`src/port_cfg_pkg.sv`:
```
// package with register map, field layout and types of the port block
package port_cfg_pkg;

	// ***********************************
	// register map (register indexes, byte address is four times)
	// ***********************************
	// 0x8f is not a multiple of four, so printed offsets are indexes
	localparam logic [7:0] idx_port0_value       = 8'h80;
	localparam logic [7:0] idx_port3_pin_mode_config = 8'h8f;
	localparam logic [7:0] idx_port1_value       = 8'h90;
	localparam logic [7:0] idx_port2_value       = 8'ha0;
	localparam logic [7:0] idx_port3_value       = 8'hb0;

	localparam int         addr_width            = 12;
	localparam int         word_shift            = 2;

	// ***********************************
	// reset values and field layout
	// ***********************************
	localparam logic [7:0] port_value_reset      = 8'hff;
	localparam logic [7:0] config_reset          = 8'h00;
	localparam int         mode_hi               = 7;
	localparam int         mode_lo               = 5;
	localparam int         dir_bit               = 4;
	localparam int         latch_bit             = 3;
	localparam int         index_hi              = 2;
	localparam int         index_lo              = 0;
	localparam int         pin_count             = 7;
	localparam logic [2:0] index_reserved        = 3'h7;

	// ***********************************
	// mode codes
	// ***********************************
	localparam logic [2:0] out_normal            = 3'h0;
	localparam logic [2:0] out_high              = 3'h3;
	localparam logic [1:0] in_plain              = 2'h0;
	localparam logic [1:0] in_pull_down          = 2'h1;
	localparam logic [1:0] in_pull_up            = 2'h2;
	localparam logic [1:0] in_off                = 2'h3;

	typedef struct packed {
		logic [6:0] high_drive;
		logic [6:0] input_enable;
		logic [6:0] pull_down;
		logic [6:0] pull_up;
	} pin_controls_t;

endpackage

```
`src/port_pin_mode_config.sv`:
```
// pin mode configuration and port value registers behind an apb slave
module port_pin_mode_config
	import port_cfg_pkg::*;
#(
	parameter int port_width = 8
) (
	input  wire logic                  pclk,
	input  wire logic                  presetn,
	input  wire logic                  psel,
	input  wire logic                  penable,
	input  wire logic                  pwrite,
	input  wire logic [addr_width-1:0] paddr,
	input  wire logic [31:0]           pwdata,
	input  wire logic [3:0]            pstrb,
	output logic      [31:0]           prdata,
	output logic                       pready,
	output logic                       pslverr,
	input  wire logic [port_width-1:0] port0_in,
	input  wire logic [port_width-1:0] port1_in,
	input  wire logic [port_width-1:0] port2_in,
	input  wire logic [port_width-1:0] port3_in,
	output logic      [port_width-1:0] port0_out,
	output logic      [port_width-1:0] port1_out,
	output logic      [port_width-1:0] port2_out,
	output logic      [port_width-1:0] port3_out,
	output logic      [2:0]            port3_out_mode [pin_count],
	output logic      [1:0]            port3_in_mode  [pin_count],
	output port_cfg_pkg::pin_controls_t port3_controls
);

	// ***********************************
	// pin input synchronisers
	// ***********************************
	logic [port_width-1:0] sync1 [4];
	logic [port_width-1:0] sync2 [4];
	logic [port_width-1:0] sync3 [4];
	logic [port_width-1:0] pin_level [4];
	wire  [port_width-1:0] pins_raw [4];

	assign pins_raw[0] = port0_in;
	assign pins_raw[1] = port1_in;
	assign pins_raw[2] = port2_in;
	assign pins_raw[3] = port3_in;

	// a change counts only when stages two and three agree
	always_ff @(posedge pclk or negedge presetn) begin
		if (!presetn) begin
			for (int p = 0; p < 4; p++) begin
				// idle at the port reset level: no false pin change
				sync1[p]     <= port_width'(port_value_reset);
				sync2[p]     <= port_width'(port_value_reset);
				sync3[p]     <= port_width'(port_value_reset);
				pin_level[p] <= port_width'(port_value_reset);
			end
		end else begin
			for (int p = 0; p < 4; p++) begin
				sync1[p] <= pins_raw[p];
				sync2[p] <= sync1[p];
				sync3[p] <= sync2[p];
				for (int b = 0; b < port_width; b++) begin
					if (sync2[p][b] == sync3[p][b]) begin
						pin_level[p][b] <= sync3[p][b];
					end
				end
			end
		end
	end

	// ***********************************
	// apb decode
	// ***********************************
	function automatic logic hit(input logic [addr_width-1:0] a,
	                             input logic [7:0] idx);
		hit = (a == (addr_width'(idx) << word_shift));
	endfunction

	// ***********************************
	// decode helpers
	// ***********************************
	// one-hot pin select; the reserved index selects no pin
	function automatic logic [pin_count-1:0] pin_onehot(
		input logic [2:0] index);
		pin_onehot = '0;
		for (int i = 0; i < pin_count; i++) begin
			if (index == 3'(i)) begin
				pin_onehot[i] = 1'b1;
			end
		end
	endfunction

	// pad decode of one stored mode
	function automatic logic drive_high(input logic [2:0] code);
		drive_high = (code == out_high);
	endfunction

	function automatic logic buffer_on(input logic [1:0] code);
		buffer_on = (code != in_off);
	endfunction

	function automatic logic pull_down_on(input logic [1:0] code);
		pull_down_on = (code == in_pull_down);
	endfunction

	function automatic logic pull_up_on(input logic [1:0] code);
		pull_up_on = (code == in_pull_up);
	endfunction

	// readback word: mode field in place, all other bits zero
	function automatic logic [31:0] cfg_word(input logic [2:0] mode);
		cfg_word = 32'(mode) << mode_lo;
	endfunction

	wire       access      = psel && penable;
	wire       wr          = access && pwrite && pstrb[0];
	wire       hit_p0      = hit(paddr, idx_port0_value);
	wire       hit_p1      = hit(paddr, idx_port1_value);
	wire       hit_p2      = hit(paddr, idx_port2_value);
	wire       hit_p3      = hit(paddr, idx_port3_value);
	wire       hit_cfg     = hit(paddr, idx_port3_pin_mode_config);
	wire       mapped      = hit_p0 | hit_p1 | hit_p2 | hit_p3 | hit_cfg;
	wire [7:0] wbyte       = pwdata[7:0];
	wire [2:0] w_mode      = wbyte[mode_hi:mode_lo];
	wire       w_dir       = wbyte[dir_bit];
	wire       w_latch     = wbyte[latch_bit];
	wire [2:0] w_index     = wbyte[index_hi:index_lo];
	wire       cfg_wr      = wr && hit_cfg;
	wire       latch_wr    = cfg_wr && w_latch;
	wire       mode_wr     = cfg_wr && !w_latch;
	wire       index_ok    = (w_index != index_reserved);
	wire       mode_ok     = mode_wr && index_ok;
	wire       read_setup  = psel && !penable && !pwrite;

	// ***********************************
	// per-pin mode strobes
	// ***********************************
	wire [pin_count-1:0] w_pin_sel = pin_onehot(w_index);
	wire [pin_count-1:0] out_wr    = mode_ok && !w_dir ? w_pin_sel : '0;
	wire [pin_count-1:0] in_wr     = mode_ok && w_dir ? w_pin_sel : '0;

	// no wait states: every access ends in one cycle
	assign pready  = 1'b1;
	// unmapped access answers at once with an error
	assign pslverr = access && !mapped;

	// ***********************************
	// port value registers
	// ***********************************
	logic [port_width-1:0] port_value [4];
	wire                   port_hit [4];
	wire                   port_wr  [4];

	assign port_hit[0] = hit_p0;
	assign port_hit[1] = hit_p1;
	assign port_hit[2] = hit_p2;
	assign port_hit[3] = hit_p3;

	// only byte lane 0 carries port data
	for (genvar p = 0; p < 4; p++) begin : g_port_wr
		assign port_wr[p] = wr && port_hit[p];
	end

	always_ff @(posedge pclk or negedge presetn) begin
		if (!presetn) begin
			for (int p = 0; p < 4; p++) begin
				port_value[p] <= port_width'(port_value_reset);
			end
		end else begin
			for (int p = 0; p < 4; p++) begin
				// writes land at the access edge
				if (port_wr[p]) begin
					port_value[p] <= pwdata[port_width-1:0];
				end
			end
		end
	end

	assign port0_out = port_value[0];
	assign port1_out = port_value[1];
	assign port2_out = port_value[2];
	assign port3_out = port_value[3];

	// ***********************************
	// pin mode store and readback pointer
	// ***********************************
	logic [2:0] out_mode [pin_count];
	logic [1:0] in_mode  [pin_count];
	logic [2:0] saved_index;
	logic       saved_dir;

	always_ff @(posedge pclk or negedge presetn) begin
		if (!presetn) begin
			for (int i = 0; i < pin_count; i++) begin
				out_mode[i] <= config_reset[mode_hi:mode_lo];
				in_mode[i]  <= config_reset[mode_hi-1:mode_lo];
			end
		end else begin
			// reserved index gives no strobe, so nothing moves
			for (int i = 0; i < pin_count; i++) begin
				if (out_wr[i]) begin
					out_mode[i] <= w_mode;
				end
				if (in_wr[i]) begin
					in_mode[i] <= w_mode[1:0];
				end
			end
		end
	end

	// reset pointer names output side of pin 0
	// pointer only moves on a latch write
	always_ff @(posedge pclk or negedge presetn) begin
		if (!presetn) begin
			saved_index <= config_reset[index_hi:index_lo];
			saved_dir   <= config_reset[dir_bit];
		end else if (latch_wr) begin
			saved_index <= w_index;
			saved_dir   <= w_dir;
		end
	end

	// ***********************************
	// pad control decode
	// ***********************************
	// illegal output codes still stored; only high drive code lifts drive
	wire [pin_count-1:0] pad_high;
	wire [pin_count-1:0] pad_in_on;
	wire [pin_count-1:0] pad_pull_down;
	wire [pin_count-1:0] pad_pull_up;

	for (genvar i = 0; i < pin_count; i++) begin : g_pad
		assign pad_high[i]      = drive_high(out_mode[i]);
		assign pad_in_on[i]     = buffer_on(in_mode[i]);
		assign pad_pull_down[i] = pull_down_on(in_mode[i]);
		assign pad_pull_up[i]   = pull_up_on(in_mode[i]);
	end

	assign port3_out_mode = out_mode;
	assign port3_in_mode  = in_mode;
	assign port3_controls = {pad_high, pad_in_on, pad_pull_down, pad_pull_up};

	// ***********************************
	// read path
	// ***********************************
	logic [2:0] read_mode;

	// reserved pointer reads as mode zero
	wire [pin_count-1:0] r_pin_sel = pin_onehot(saved_index);

	always_comb begin
		read_mode = '0;
		for (int i = 0; i < pin_count; i++) begin
			if (r_pin_sel[i]) begin
				read_mode = saved_dir ? {1'b0, in_mode[i]} : out_mode[i];
			end
		end
	end

	function automatic logic [31:0] widen(input logic [port_width-1:0] v);
		widen = 32'(v);
	endfunction

	// port reads show the synchronised pin levels
	wire [31:0] read_mux =
		hit_p0  ? widen(pin_level[0]) :
		hit_p1  ? widen(pin_level[1]) :
		hit_p2  ? widen(pin_level[2]) :
		hit_p3  ? widen(pin_level[3]) :
		hit_cfg ? cfg_word(read_mode) :
		32'h0000_0000;

	// ***********************************
	// registered read data
	// ***********************************
	// captured in the setup phase, so pready stays high with data
	// from a flop; idle and write cycles read as zero
	logic [31:0] read_word;
	wire  [31:0] next_read_word = read_setup ? read_mux : 32'h0000_0000;

	always_ff @(posedge pclk or negedge presetn) begin
		if (!presetn) begin
			read_word <= 32'h0000_0000;
		end else begin
			read_word <= next_read_word;
		end
	end

	assign prdata = read_word;

endmodule

```
`config.mk`:
```
export PLATFORM = sky130hd
export DESIGN_NAME = port_pin_mode_config
export DESIGN_NICKNAME = d
export VERILOG_FILES = /design/src/port_cfg_pkg.sv /design/src/port_pin_mode_config.sv
export SDC_FILE = /design/constraint.sdc
export NUM_CORES = 1
export LEC_CHECK = 0
export ABC_CLOCK_PERIOD_IN_PS = 3250
export BUFFER_PORTS_ARGS = -buffer_cell sky130_fd_sc_hd__buf_2
export CORE_UTILIZATION = 45
export CTS_CLUSTER_SIZE = 40
export DETAILED_ROUTE_END_ITERATION = 10
export PLACE_DENSITY_LB_ADDON = 0.2
export SETUP_SLACK_MARGIN = 0.4
export SKIP_CTS_REPAIR_TIMING = 1
export SLEW_MARGIN = 20
export SYNTH_ARGS = -nofsm -noshare
export SYNTH_HDL_FRONTEND = slang
export SYNTH_SLANG_ARGS = --single-unit
```
`constraint.sdc`:
```
create_clock -name pclk -period 3.25 [get_ports pclk]
set_input_delay 0.65 -clock pclk [delete_from_list [all_inputs] [get_ports pclk]]
set_output_delay 0.65 -clock pclk [all_outputs]
set_load 0.03 [all_outputs]
```
==> summary.md, run 1 <==
| Metric | Value |
|---|---|
| Total number of H-tree levels | `1` |
| Final WS setup | `0.621 ns` |
| Layout Skew | `0.00827 ns` |
| GRT overflow | `0` |
| # setup viols final | `0` |
| Most common cell in the netlist | `dfstp_2` |
| Max VDD drop | `0.000544 V` |
| Cell count after synthesis | `504` |
| Fillers | `1,412` |
| Top Ports | `214` |
| Seq/Total Area, Yosys | `68.2%` |
| RD Place Congestion | `0.827` |
| # diodes | `0` |
| FF-to-FF path depth | `4` |
| Yosys Warn Count | `0` |
| Gr usage total | `18.1%` |
| Top_reg_cell synth | `dfstp_2` |
| FF+latch count, synth | `207` |
| CTS tree | `yes` |
| Vias in the first global route | `4,667` |
| RR Startpoint | `saved_dir` |
| Post-synthesis cell type count | `49` |
| Hold Vio Cnt, Final | `0` |
| LEAKAGE | `4.45 nW` |
| WP data required | `2.60 ns` |
| Fin nets | `766` |
| Largest fanout on the critical path | `5` |
| Setup crit start kind | `primary input` |
| Worst slack at placement | `0.191 ns` |
| Synth-to-Final Area Change | `21.5%` |
| Core area | `0.0172 mm2` |
| Layout cells sized above 1 | `66.7%` |
| HP Class | `primary input to asynchronous set/reset pin` |
| Die ar. | `0.0181 mm2` |
| Longest Clk Path Bufs | `3` |
| Status | `completed` |
| Period utilization | `80.9%` |
| Max Cap Viol | `0` |
| PwrDens | `558 mW/mm2` |
| CTS sink cnt | `207` |
| Average routed wire per standard cell | `17.3 um` |
| Setup CP Type | `primary input to primary output` |
| Via density per instance | `4.98` |
| Flop2flop setup slack | `1.14 ns` |
| Min Clock Period, post-route | `2.63 ns` |
| Slew Viols, Final | `0` |
| RSZ-0062 raised after global routing | `no` |
| FF-to-FF End | `prdata[6]` |
| Initial Util | `45.9%` |
| Drc violations | `0` |
| Num CTS Buffers | `21` |
| Mapped Avg Cell Area | `15.6 um2` |
| Drt pass-1 iters | `4` |
| Initial antenna violation count | `0` |
| IO buf count | `161` |
| Worst-Skew Late Latency | `0.49 ns` |
| Slew margin rel. | `56.2%` |
| Commonest cells post-synth | `160 x dfstp_2, 60 x mux2_2, 47 x dfrtp_1` |
| Fmax | `0.380 GHz` |
| EDFF count, synth | `0` |
| Reg clk slew, reported paths | `0.06 ns` |
| Height of the chip | `134 um` |
| Post-synth ARST share | `100%` |
| Via count | `4,587` |
| Routed wire length | `15,900 um` |
| HPWL after detailed placement | `11,100 um` |
| Crit. End Element | `primary output` |
| ANT nets after route | `0` |
| Pin count of the biggest net entering global routing | `78` |
| Post-synth top area share | `53.3%` |
| Post-synth top area cell | `dfstp_2` |
| Critical path data arrival time | `1.98 ns` |
| 1st-iter DRT viols | `231` |
| Slew @ Worst Pin | `0.657 ns` |
| Die X | `134 um` |
| Std cell rows | `48` |
| Syn Std Cell Area | `0.00789 mm2` |
| Setup_tns | `0 ns` |
| Clk root buf | `clkbuf_16` |
| First-pass GRT wire length | `25,300 um` |
| Dominant cells by area after synthesis | `dfstp_2 53%, dfrtp_1 15%, mux2_2 8.6%` |
per-stage QoR:
| step | power, mW | utilization [%] | instances | cell area (um2) | hold WS, ns |
|---|---|---|---|---|---|
| after floorplan | 2.98 | - | 527 | 7970 | 0.345 |
| after global placement | 3.08 | 51.9 | 883 | 8910 | 0.346 |
| after detailed placement | 3.09 | 51.9 | 883 | 8910 | 0.347 |
| after CTS | 5.42 | 55.8 | 921 | 9580 | 0.190 |
| after global routing | 5.55 | 55.8 | 921 | 9580 | 0.214 |
| final | 5.35 | 55.8 | 921 | 9580 | 0.178 |
kinds of logic (layout without fill, tap and decap cells):
kind of cell,Yosys count,in the layout,synth area share (%)
muxes,88,88,14.2
and+or+nand+nor,106,106,7.82
AOI/OAI and AO/OA,23,23,2.11
DFF,207,207,68.2
adders and majority gates,32,32,4.06
buffers and inverters,46,215,3.48
other,2,25,0.0952
cells in the final DEF, fill, tap and decap left out, types with 2 or more instances in the layout:
cell / instances
buf_2: 160
dfstp_2: 160
mux2_2: 60
dfrtp_1: 47
maj3_1: 32
conb_1: 25
nand2_1: 23
clkbuf_16: 23
nor2b_1: 17
nor2_1: 14
mux2_4: 12
buf_4: 12
mux4_2: 8
nor4_1: 8
clkbuf_1: 7
or2_2: 6
and3_1: 6
a21oi_1: 6
or4_4: 6
mux2i_1: 5
nand2b_1: 4
nand3b_1: 3
inv_1: 3
nand3_1: 3
o221ai_1: 3
mux2_1: 3
nor2_2: 3
clkbuf_8: 3
clkinv_2: 3
nor3b_1: 2
nor3_1: 2
nand4_1: 2
a211oi_1: 2
sequential cells by signal, indices dropped and copies added, names as in the netlist, 8 cells and up:
signal and flops:
port3_in_mode 14, port3_out_mode 21, port0_out 8, sync1 32
port2_out 8, pin_level 32, port1_out 8, sync2 32
prdata 8, port3_out 8, sync3 32
metal layers:
metal	up-vias	track usage [%]	part of all wire (%)
met5	-	0	0
met1	2352	23.7	42
met4	0	5.68	1.9
li1	2066	-	-
met2	147	31.1	51
met3	22	2.72	4.7
critical path: stages:
cell and delay (ns):
buf_2 0.10, or4b_4 0.55, or2_4 0.27, a21oi_1 0.18
nor2_1 0.06, buf_2 0.17
worst max-delay path by stage:
stage             start                 end  slack, ns
6_report       paddr[1]             pslverr       0.62
5_1_grt        paddr[1]             pslverr       0.58
4_1_cts        paddr[1]             pslverr       0.61
3_5_place_dp   paddr[1]  port3_out_mode[15]       0.19
3_3_place_gp   paddr[1]  port3_out_mode[15]       0.21
2_1_floorplan  paddr[1]  port3_out_mode[15]       0.33
cell type report:
class,instances,area (um2),share of cell area [%]
Timing Repair Buffer,174,925,9.65
Clock buffer,32,629,6.57
Inverter,3,11.3,0.118
Tap cell,225,282,2.94
Multi-Input combinational cell,274,2320,24.2
Sequential cell,207,5380,56.2
Clock inverter,6,37.5,0.392
power by group:
part           internal [mW]  switching (mW)
Clock                   1.34           0.954
Combinational         0.0855           0.154
Sequential              2.76          0.0499
Note: power is estimated with default switching activity, not from simulation.
==> run 2, diff against run 1 <==
--- a/config.mk
+++ b/config.mk
@@ -5,7 +5,7 @@
 export SDC_FILE = /design/constraint.sdc
 export NUM_CORES = 1
 export LEC_CHECK = 0
-export ABC_CLOCK_PERIOD_IN_PS = 3250
+export ABC_CLOCK_PERIOD_IN_PS = 2700
 export BUFFER_PORTS_ARGS = -buffer_cell sky130_fd_sc_hd__buf_2
 export CORE_UTILIZATION = 45
 export CTS_CLUSTER_SIZE = 40
==> constraint.sdc (replaced) <==
create_clock -name pclk -period 2.7 [get_ports pclk]
set_input_delay 0.54 -clock pclk [delete_from_list [all_inputs] [get_ports pclk]]
set_output_delay 0.54 -clock pclk [all_outputs]
set_load 0.03 [all_outputs]
==> summary.md, run 2 (synthesis gave the netlist of run 1 again) <==
| Metric | Value |
|---|---|
| Setup CP Type | `primary input to primary output` |
| CTS tree | `yes` |
| Initial antenna violation count | `0` |
| Most frequent cells in the layout | `160 x dfstp_2, 158 x buf_2, 47 x dfrtp_1` |
| HP Class | `primary input to flip-flop` |
| Die ar. | `0.0181 mm2` |
| Via count | `4,539` |
| PwrDens | `698 mW/mm2` |
| Layout cells sized above 1 | `68.8%` |
| # diodes | `0` |
| Final WS setup | `0.232 ns` |
| Longest Clk Path Bufs | `3` |
| Drc violations | `0` |
| First-pass GRT wire length | `24,900 um` |
| Setup crit start kind | `primary input` |
| Fin nets | `778` |
| Critical path data arrival time | `1.93 ns` |
| Fmax | `0.405 GHz` |
| Worst-Skew Late Latency | `0.49 ns` |
| ANT nets after route | `0` |
| Most common cell after layout, fill and taps aside | `dfstp_2` |
| RD Place Congestion | `0.843` |
| Initial Util | `45.9%` |
| Via density per instance | `4.86` |
| Routed wire length | `16,100 um` |
| Largest fanout on the critical path | `4` |
| GRT overflow | `0` |
| Num CTS Buffers | `22` |
| CTS sink cnt | `207` |
| Crit. End Element | `primary output` |
| Core area | `0.0172 mm2` |
| Top Ports | `214` |
| Status | `completed` |
| Inst Count DP | `893` |
| IO buf count | `161` |
| Hold Vio Cnt, Final | `0` |
| RSZ-0062 raised after global routing | `yes` |
| 1st-iter DRT viols | `218` |
| Std cell rows | `48` |
| Slew Viols, Final | `0` |
| Slew margin rel. | `58.7%` |
| HPWL after detailed placement | `11,000 um` |
| Die X | `134 um` |
| Period utilization | `91.4%` |
| Gr usage total | `17.9%` |
| Slew @ Worst Pin | `0.619 ns` |
| Height of the chip | `134 um` |
| Final Non-Filler Cells | `934` |
| Max Cap Viol | `0` |
| Layout Skew | `0.00581 ns` |
| Pin count of the biggest net entering global routing | `80` |
| Worst slack at placement | `-0.243 ns` |
| Drt pass-1 iters | `4` |
| Final Total Pwr | `7.00 mW` |
| LEAKAGE | `4.63 nW` |
| Vias in the first global route | `4,542` |
| # setup viols final | `0` |
| Reg clk slew, reported paths | `0.06 ns` |
| Synth-to-Final Area Change | `27.2%` |
| Clk root buf | `clkbuf_16` |
| WP data required | `2.16 ns` |
| Max VDD drop | `0.000561 V` |
| Average routed wire per standard cell | `17.3 um` |
| Min Clock Period, post-route | `2.47 ns` |
| Total number of H-tree levels | `1` |
run 2: stage by stage:
step / utilization [%] / hold WS [ns] / cell area, um2 / setup TNS, ns
floorplan: - / 0.244 / 8090 / -1.42
global placement: 53.2 / 0.346 / 9140 / -6.14
detailed placement: 53.2 / 0.347 / 9140 / -6.82
CTS: 58.0 / -0.0399 / 9960 / 0
global route: 58.4 / 0.112 / 10000 / 0
finish: 58.4 / 0.137 / 10000 / 0
run 2: worst max-delay path: stages:
cell,delay (ns)
buf_6,0.09
or4b_4,0.55
or2_4,0.28
buf_6,0.13
a21oi_4,0.12
nor2_1,0.06
buf_4,0.16
run 2: final cells by class:
type	instances	area (um2)
clock buffers	27	621
well taps	225	282
flip-flops and latches	207	5380
clock inverters	13	201
multi-input cells	274	2460
repair buffers	185	1070
inverters	3	11.3
fillers	1372	7150
run 2: path summary, 6_finish.rpt:
path	from	to	slack [ns]	cells past startpoint
max reg2reg	saved_dir	prdata[5]	0.74	5
min reg2reg	sync1[26]	sync2[26]	0.35	0
max in group asynchronous	presetn	pin_level[19]	1.39	3
min	port0_in[4]	sync1[28]	0.14	1
max	paddr[8]	pslverr	0.23	7
min in group asynchronous	presetn	port3_in_mode[13]	0.54	2
run 2: power by group:
part	leakage, nW	internal (mW)	switching [mW]
sequential	2.33	3.32	0.0585
clock	0.409	2.12	1.20
combinational	1.89	0.110	0.192
total	4.63	5.55	1.45
run 2: metal layers:
layer / wire, um / track usage (%) / vias to the layer above
met5: 0 / 0 / -
met4: 286 / 5.43 / 0
met3: 832 / 3.25 / 22
met2: 7910 / 29.2 / 144
met1: 7100 / 24.4 / 2281
li1: - / - / 2092
